## src/sleep_mode_params.svh

```systemverilog
// Offsets, field positions and reset values of the sleep mode controller
`ifndef SLEEP_MODE_PARAMS_SVH
`define SLEEP_MODE_PARAMS_SVH
`define SM_ADDR_W 4
`define SM_OFF_CTRL 4'h0
`define SM_OFF_MODE 4'h4
`define SM_OFF_MSTBY 4'h8
`define SM_OFF_IRQ 4'hc
`define SM_BIT_TMR 0
`define SM_BIT_LS_SEL 1
`define SM_BIT_MS 2
`define SM_BIT_DT 3
`define SM_BIT_SBY 4
`define SM_CTRL_RST 5'h00
`define SM_MSTBY_RST 8'h00
`define SM_NUM_PERIPH 8
`endif

```

## src/sleep_mode_pkg.sv

```systemverilog
// Types of the sleep mode controller
package sleep_mode_pkg;
  typedef enum logic [6:0] {
    MODE_HIGH_SPEED = 7'h01,
    MODE_MEDIUM_SPEED = 7'h02,
    MODE_SUBACTIVE = 7'h04,
    MODE_SLEEP = 7'h08,
    MODE_STANDBY = 7'h10,
    MODE_WATCH = 7'h20,
    MODE_SUBSLEEP = 7'h40
  } mode_t;
endpackage

```

## src/sleep_mode_transition_control.sv

```systemverilog
// Operating mode sequencer entered on a sleep instruction, with module standby
//
// Functional notes
// RULE_01: With direct transition off, sleep in active mode enters standby, watch or sleep.
// RULE_02: With direct transition off, sleep in subactive mode enters watch or subsleep.
// RULE_03: With direct transition on, high-speed goes to medium-speed or subactive per bits.
// RULE_04: With direct transition on, medium-speed goes to high-speed or subactive per bits.
// RULE_05: With direct transition on, subactive goes to high- or medium-speed per bits.
// RULE_06: Leaving standby, watch or sleep resumes at the speed the medium flag selects.
// RULE_07: A peripheral put in module standby keeps its pending interrupt asserted.
// RULE_08: Software sets module standby only while interrupts are prohibited.
// RULE_09: After reset the core is in high-speed active with both flags cleared.
`timescale 1ns/1ps
`include "sleep_mode_params.svh"

module sleep_mode_transition_control (
  input wire logic clk_i,
  input wire logic rst_b_i,
  input wire logic [`SM_ADDR_W-1:0] address_i,
  input wire logic read_i,
  input wire logic write_i,
  input wire logic [31:0] writedata_i,
  output logic [31:0] readdata_o,
  output logic waitrequest_o,
  input wire logic sleep_exec_i,
  input wire logic wake_event_i,
  input wire logic [`SM_NUM_PERIPH-1:0] periph_irq_i,
  output logic [6:0] mode_o,
  output logic [`SM_NUM_PERIPH-1:0] periph_irq_o,
  output logic [`SM_NUM_PERIPH-1:0] periph_stop_o
);

  logic rst_meta;
  logic rst_sync;
  logic [1:0] sleep_sync;
  logic [1:0] wake_sync;
  logic sleep_prev;
  logic sleep_pulse;
  logic [`SM_NUM_PERIPH-1:0] irq_meta;
  logic [`SM_NUM_PERIPH-1:0] irq_sync;
  logic [4:0] ctrl;
  logic [`SM_NUM_PERIPH-1:0] mstby;
  sleep_mode_pkg::mode_t mode;
  sleep_mode_pkg::mode_t next_mode;
  logic acc_pend;
  logic dt;
  logic ms;
  logic sby;
  logic ls;
  logic tmr;

  // Reset release through two flops
  always_ff @(posedge clk_i or negedge rst_b_i) begin
    if (!rst_b_i) begin
      rst_meta <= 1'b0;
      rst_sync <= 1'b0;
    end else begin
      rst_meta <= 1'b1;
      rst_sync <= rst_meta;
    end
  end

  // Pin input synchronisers
  always_ff @(posedge clk_i or negedge rst_sync) begin
    if (!rst_sync) begin
      sleep_sync <= 2'h0;
      wake_sync <= 2'h0;
      sleep_prev <= 1'b0;
      irq_meta <= '0;
      irq_sync <= '0;
    end else begin
      sleep_sync <= {sleep_sync[0], sleep_exec_i};
      wake_sync <= {wake_sync[0], wake_event_i};
      sleep_prev <= sleep_sync[1];
      irq_meta <= periph_irq_i;
      irq_sync <= irq_meta;
    end
  end

  assign sleep_pulse = sleep_sync[1] & ~sleep_prev;
  assign dt = ctrl[`SM_BIT_DT];
  assign ms = ctrl[`SM_BIT_MS];
  assign sby = ctrl[`SM_BIT_SBY];
  assign ls = ctrl[`SM_BIT_LS_SEL];
  assign tmr = ctrl[`SM_BIT_TMR];

  // Bus slave: one wait cycle, then answer
  always_ff @(posedge clk_i or negedge rst_sync) begin
    if (!rst_sync) begin
      acc_pend <= 1'b0;
      waitrequest_o <= 1'b1;
    end else if ((read_i || write_i) && !acc_pend) begin
      acc_pend <= 1'b1;
      waitrequest_o <= 1'b0;
    end else begin
      acc_pend <= 1'b0;
      waitrequest_o <= 1'b1;
    end
  end

  // Control and module standby registers
  always_ff @(posedge clk_i or negedge rst_sync) begin
    if (!rst_sync) begin
      // RULE_09: flags cleared
      ctrl <= `SM_CTRL_RST;
      mstby <= `SM_MSTBY_RST;
    end else if (write_i && acc_pend) begin
      if (address_i == `SM_OFF_CTRL) begin
        ctrl <= writedata_i[4:0];
      end else if (address_i == `SM_OFF_MSTBY) begin
        mstby <= writedata_i[`SM_NUM_PERIPH-1:0];
      end
    end
  end

  // Read data mux, unmapped reads zero
  always_ff @(posedge clk_i or negedge rst_sync) begin
    if (!rst_sync) begin
      readdata_o <= 32'h0;
    end else if (read_i && !acc_pend) begin
      if (address_i == `SM_OFF_CTRL) begin
        readdata_o <= {27'h0, ctrl};
      end else if (address_i == `SM_OFF_MODE) begin
        readdata_o <= {25'h0, mode};
      end else if (address_i == `SM_OFF_MSTBY) begin
        readdata_o <= {24'h0, mstby};
      end else if (address_i == `SM_OFF_IRQ) begin
        readdata_o <= {24'h0, irq_sync};
      end else begin
        readdata_o <= 32'h0;
      end
    end
  end

  // Next mode on sleep or wake
  always_comb begin
    next_mode = mode;
    case (mode)
      sleep_mode_pkg::MODE_HIGH_SPEED, sleep_mode_pkg::MODE_MEDIUM_SPEED: begin
        if (sleep_pulse) begin
          if (!dt) begin
            // RULE_01: low-power entry from active
            if (!sby) begin
              next_mode = sleep_mode_pkg::MODE_SLEEP;
            end else if (tmr) begin
              next_mode = sleep_mode_pkg::MODE_WATCH;
            end else begin
              next_mode = sleep_mode_pkg::MODE_STANDBY;
            end
          end else if (sby && tmr && ls) begin
            // RULE_03: to subactive
            // RULE_04: to subactive
            next_mode = sleep_mode_pkg::MODE_SUBACTIVE;
          end else if (!sby && !ls && mode == sleep_mode_pkg::MODE_HIGH_SPEED && ms) begin
            // RULE_03: to medium speed
            next_mode = sleep_mode_pkg::MODE_MEDIUM_SPEED;
          end else if (!sby && !ls && mode == sleep_mode_pkg::MODE_MEDIUM_SPEED && !ms) begin
            // RULE_04: to high speed
            next_mode = sleep_mode_pkg::MODE_HIGH_SPEED;
          end
        end
      end
      sleep_mode_pkg::MODE_SUBACTIVE: begin
        if (sleep_pulse) begin
          if (!dt) begin
            // RULE_02: watch or subsleep
            next_mode = (sby && tmr) ? sleep_mode_pkg::MODE_WATCH
                                     : sleep_mode_pkg::MODE_SUBSLEEP;
          end else if (sby && tmr && !ls) begin
            // RULE_05: back to active speed
            next_mode = ms ? sleep_mode_pkg::MODE_MEDIUM_SPEED
                           : sleep_mode_pkg::MODE_HIGH_SPEED;
          end
        end
      end
      sleep_mode_pkg::MODE_SUBSLEEP: begin
        if (wake_sync[1]) begin
          next_mode = sleep_mode_pkg::MODE_SUBACTIVE;
        end
      end
      default: begin
        // RULE_06: resume speed from flag
        if (wake_sync[1]) begin
          next_mode = ms ? sleep_mode_pkg::MODE_MEDIUM_SPEED
                         : sleep_mode_pkg::MODE_HIGH_SPEED;
        end
      end
    endcase
  end

  // Mode register
  always_ff @(posedge clk_i or negedge rst_sync) begin
    if (!rst_sync) begin
      // RULE_09: start at high speed
      mode <= sleep_mode_pkg::MODE_HIGH_SPEED;
    end else begin
      mode <= next_mode;
    end
  end

  assign mode_o = mode;

  // Per peripheral stop and frozen request
  genvar gi;
  generate
    for (gi = 0; gi < `SM_NUM_PERIPH; gi++) begin : g_periph
      always_ff @(posedge clk_i or negedge rst_sync) begin
        if (!rst_sync) begin
          periph_stop_o[gi] <= 1'b0;
          periph_irq_o[gi] <= 1'b0;
        end else begin
          periph_stop_o[gi] <= mstby[gi];
          // RULE_07: halted module holds its request
          if (!mstby[gi]) begin
            periph_irq_o[gi] <= irq_sync[gi];
          end
        end
      end
    end
  endgenerate
endmodule

```

## config.mk

```make
export PLATFORM = sky130hd
export DESIGN_NAME = sleep_mode_transition_control
export DESIGN_NICKNAME = d
export VERILOG_FILES = /design/src/sleep_mode_pkg.sv /design/src/sleep_mode_transition_control.sv
export VERILOG_INCLUDE_DIRS = /design/src
export SDC_FILE = /design/constraint.sdc
export NUM_CORES = 1
export LEC_CHECK = 0
export BUFFER_PORTS_ARGS = -buffer_cell sky130_fd_sc_hd__buf_2
export CAP_MARGIN = 20
export CELL_PAD_IN_SITES_DETAIL_PLACEMENT = 2
export CELL_PAD_IN_SITES_GLOBAL_PLACEMENT = 2
export CORE_MARGIN = 5
export CORE_UTILIZATION = 34
export CTS_BUF_LIST = sky130_fd_sc_hd__clkbuf_4 sky130_fd_sc_hd__clkbuf_8 sky130_fd_sc_hd__clkbuf_16
export DETAILED_ROUTE_END_ITERATION = 12
export PLACE_DENSITY_LB_ADDON = 0.1
export SLEW_MARGIN = 30
export SYNTH_ARGS = -nofsm -noshare
export SYNTH_HDL_FRONTEND = slang
export SYNTH_SLANG_ARGS = --single-unit
```

## constraint.sdc

```tcl
create_clock -name clk_i -period 3.9 [get_ports clk_i]
set_input_delay 0.195 -clock clk_i [delete_from_list [all_inputs] [get_ports clk_i]]
set_output_delay 0.195 -clock clk_i [all_outputs]
set_load 0.02 [all_outputs]
```

==> Word-level counts from Yosys, hierarchy flattened <==
Index checks and enable logic that the tools add are counted.
W data, S select, Z words.
{ "classes": {"n_eq_ne": 12, "muxes": 21, "bitwise": 3, "n_reduce_logical": 22} }
{ "op_table": {"columns": ["operator", "n"], "rows": [
  ["$mux W7", 11],
  ["$mux W8", 4],
  ["$pmux W7 S3", 1],
  ["$mux W6", 2],
  ["$logic_and A1 B1 Y1", 11],
  ["$eq A4 B4 Y1 const B", 2],
  ["$eq A7 B1 Y1 const B", 1],
  ["$eq A7 B2 Y1 const B", 1],
  ["$eq A7 B3 Y1 const B", 1],
  ["$eq A7 B7 Y1 const B", 1],
  ["$ne A2 B2 Y1 const B", 3],
  ["$reduce_and A6 Y1", 1],
  ["$ne A5 B5 Y1 const B", 1],
  ["$eq A4 B3 Y1 const B", 1],
  ["$logic_not A1 Y1", 4],
  ["$logic_not A4 Y1", 1],
  ["$ne A3 B3 Y1 const B", 1],
  ["$reduce_and A3 Y1", 1],
  ["$reduce_bool A3 Y1", 1],
  ["$mux W1", 2],
  ["$mux W2", 1],
  ["$not A1 Y1", 2],
  ["$reduce_and A2 Y1", 1],
  ["$reduce_or A2 Y1", 1],
  ["other kinds (2)", 2]
]} }
{ "totals": {"input_bits": 50, "register_bits": 93, "out_inout_bits": 56} }

==> Depth between registers and ports, before layout <==
{ "depth": {"depth_word": 10, "ltp_mapped": 6, "depth_no_buf": 5} }

==> Worst setup path before layout <==
Ideal clock, no wire load.
{ "synth_timing": {"path_kind": "flip-flop to flip-flop", "from": "register mode[0] (netlist: mode_o[0])", "to": "register mode[3] (netlist: mode_o[3])", "setup_ps": 125, "t_arrival_ps": 1808, "synth_period_minus_slack_ps": 1933, "path_slack_ps": 1967, "path_buffers": 1, "stages_incl_launch_ff": 7, "path_cell_list": "dfstp_2 buf_6 xor2_1 a21oi_2 o2bb2ai_1 a21boi_4 mux2_4"} }
{ "synth_between": {"elab_chain_len": 8} }
{ "synth_rtl": {"columns": ["item", "line_no", "source"], "rows": [
  ["start: declaration", "sleep_mode_transition_control.sv:43", "sleep_mode_pkg::mode_t mode;"],
  ["start signal: assignment", "sleep_mode_transition_control.sv:195", "mode <= sleep_mode_pkg::MODE_HIGH_SPEED;"],
  ["start signal: assignment", "sleep_mode_transition_control.sv:197", "mode <= next_mode;"],
  ["$eq A7 B1 Y1", "sleep_mode_transition_control.sv:138, sleep_mode_transition_control.sv:154", null],
  ["$logic_and A1 B1 Y1 (2 in series)", "sleep_mode_transition_control.sv:154", "end else if (!sby && !ls && mode == sleep_mode_pkg::MODE_HIGH_SPEED && ms) begin"],
  ["$mux W7", "sleep_mode_transition_control.sv:154", null],
  ["$mux W7", "sleep_mode_transition_control.sv:150", "end else if (sby && tmr && ls) begin"],
  ["$mux W7", "sleep_mode_transition_control.sv:141", "if (!dt) begin"],
  ["$mux W7", "sleep_mode_transition_control.sv:140", "if (sleep_pulse) begin"],
  ["$pmux W7 S3", "sleep_mode_transition_control.sv:138", "case (mode)"]
]} }
Several ways; a longest one is shown, not always the timed one. The select of a mux whose other input is x is not followed.
A chain may end at the register's enable or synchronous reset.

==> Worst setup path in the final report <==
{ "layout_timing": {"from": "register mode[0] (netlist: mode_o[0])", "to": "register mode[2] (netlist: mode_o[2])"} }
The elaborated chain is that of the path after synthesis.

==> impl_metrics.toml <==
[global_routing]
groute.usage.overall_pct = 13.5
grt_pass1_wl_um = 11500
overflow = 0
first_global_vias = 2222
grt_max_degree = 42
antenna_found_initial = 0

[routing]
drc_errors = 0
dr_wl_met3_um = 299
dr_wl_met2_um = 3440
highest_layer = "met4"
antenna_left = 0
vias_per_cell = 4.71
drt-total-wl_um = 6850
drt_iter0_drc = 35
dr.pass1.iters = 3
post_drt_wl_per_cell_um = 17.3
drt-met1-wl_um = 2970
vias = 1860

[sta]
hold_viol_final = 0
setup_viol = 0
finalCritPeriodShare_pct = 54.9
rsz0062_at_grt = "false"
slew-limit-headroom_pct = 37.2
fin_hold_ws_ns = 0.0894
fmax_mhz = 467
tns_ns = 0
worst_pin_slew_ns = 0.935
slew_violations = 0
fin_crit_ns = 2.14
finClkSkew_ns = 0.0108

[layout]
multi_input_area_um2 = 1060
regArea_um2 = 1730
final_core_util_pct = 41.3
fin_cells = 395
syn_to_final_growth_pct = 20.0
antenna_cells = 0
nets = 332
fillers = 941
layout-drive-gt1-share_pct = 41.5

[pwr]
leakage_nw = 1.71
p_per_area_nw_per_um2 = 650
total_power_mw = 2.32
peakVddDrop_mv = 0.256

[clock_network]
cts-resized-gates = 0
cts_inserted_buffers = 9
clock_latency_ns = 0.34
clk_pin_slew_worst_paths_ns = 0.08
cts_setup_buffers = 0
clock_path_buffers = 2
clock-sinks = 69
htree_num_levels = 3
cts_tree = "built"
clock-root-buffer = "clkbuf_8"

[floorplan]
rows = 34
ioPinCount = 106
dieWidth_um = 104
core_um2 = 8640
dieArea_um2 = 10700
initial_core_util_pct = 34.4
dieHeight_um = 104

[critical_path]
cp-start-kind = "flip-flop"
reg2reg_slack_ns = 1.76
worstPathMaxFanout = 11
ff2ff_path_depth = 5
setup.worst_path.start = "mode_o[0]"
cp-end-kind = "flip-flop"
endpoint = "mode_o[2]"
arrival_ns = 2.36
path_class = "flip-flop to flip-flop"
critical_path_required_ns = 4.12
r2r-end = "mode_o[2]"
r2r-start = "mode_o[0]"

[synthesis]
muxShareOfSynthArea_pct = 15.3
synth_fa_ha_area_share_pct = 0
synth_area_per_cell_um2 = 14.0
synth_compound_area_share_pct = 7.11
synth_xor_area_share_pct = 0.883
netlist_area_um2 = 2970
seq_area_frac_synth_pct = 58.1
synth_cells = 212
yosys_warnings = 0
synth_cell_types = 49
synth_top_family_by_area = "multiplexers"
ys_seq_elements = 69
synth_simple_gate_area_share_pct = 9.21

[outcome]
status = "finished, final reports clean"

[min_path]
hold_path.class = "input port to flip-flop"
hp-start = "writedata_i[3]"

[place]
dpl.hpwl_um = 4890
gp_congestion = 0.746
placed_cells = 368
io_buffers = 57

[run]
max-cap-violations = 0
## metrics by stage
stage                     worst slack [ns]  instance area [µm²]
after floorplan                       1.84                 3060
after global placement                1.78                 3240
after detailed placement              1.75                 3240
after CTS                             1.74                 3570
after global routing                  1.67                 3570
final                                 1.76                 3570
## power breakdown
part	leakage, nW	internal, mW	switching [mW]	total, mW
Combinational	0.745	0.321	0.365	0.686
Sequential	0.856	0.831	0.160	0.992
Clock	0.106	0.367	0.276	0.643
## worst min path at each step
stage,slack [ns],cells after the start,end
detailed placement,-0.02,1,rst_meta
floorplan,-0.10,0,rst_meta
global placement,-0.02,1,rst_meta
finish,0.09,2,mstby[3]
global route,0.09,2,mstby[4]
CTS,0.07,2,mstby[3]
## flip-flops by register name, summed over array words and instances, names as in the netlist, 5 cells and up
register	cells
mstby	8
irq_sync	8
periph_irq_o	8
irq_meta	8
ctrl	5
periph_stop_o	8
mode_o	7
readdata_o	8
## critical path, cell delays in order, from the launching register on
cell	delay, ns
dfstp_2	0.69
xor2_1	0.27
a21oi_2	0.11
o2bb2ai_1	0.21
a21boi_4	0.41
mux2_4	0.33
## cell type report
cell class	count	area share (%)
clock buffers	10	3.68
inverters	5	0.526
clock inverters	6	2.49
multi-input cells	128	29.7
repair buffers	69	11.3
flip-flops and latches	69	48.5
well taps	108	3.79
## kinds of logic (layout without fill, tap and decap cells)
logic type | after synthesis | after routing
mux | 34 | 34
xor+xnor | 3 | 3
buf+inv | 38 | 90
simple gates | 42 | 42
other cells | 2 | 25
flops | 69 | 69
compound gates | 24 | 24
## synthesized netlist by cell type, drive strengths merged
cell	number	area share [%]
a211oi	1	0.25
a21boi	2	0.88
a21oi	2	0.46
a22o	9	2.7
a22oi	1	0.25
a2bb2oi	1	0.50
a41oi	1	0.29
and2b	1	0.29
buf	30	8.1
clkbuf	3	0.38
conb	2	0.25
dfrtp	67	56
dfstp	2	1.8
inv	5	0.63
mux2	26	10
mux2i	3	1.0
mux4	5	3.9
nand2	6	0.76
nand2b	2	0.67
nand3	3	0.50
nand3b	1	0.25
nor2	8	1.0
nor2b	1	0.21
nor3	7	1.7
nor3b	3	0.76
nor4	3	0.63
nor4b	1	0.80
o211ai	1	0.25
o21ai	2	0.34
o21bai	1	0.25
o22ai	1	0.42
o2bb2ai	1	0.29
o31ai	1	0.25
or2	1	0.21
or2b	1	0.25
or3	2	0.42
or3b	1	0.38
or4b	1	0.34
xnor2	2	0.59
xor2	1	0.29
## layout by cell type (no fill, tap or decap), types with 2 or more instances in the layout
master / instances
inv_1: 5
dlygate4sd3_1: 11
nor4_1: 3
nand2_1: 6
dfrtp_1: 66
o21ai_0: 2
xnor2_1: 2
nand3_1: 3
nor3b_1: 3
buf_2: 57
dfstp_2: 2
clkbuf_8: 9
mux2_2: 22
mux4_2: 4
mux2_4: 4
conb_1: 25
nor3_1: 5
or3_1: 2
bufinv_16: 2
nor2_1: 8
mux2i_1: 3
clkinvlp_4: 2
a22o_1: 9
## what timing repair did
action,in CTS,in global routing
hold buffers,11,0
setup endpoints to repair,0,0
hold endpoints to repair,12,0
## routing by layer
metal,GRT usage [%],vias up
met3,3.30,9
met4,6.56,0
met5,0,-
li1,-,837
met1,16.3,955
met2,22.6,59
Power figures use the tool's default switching activity.
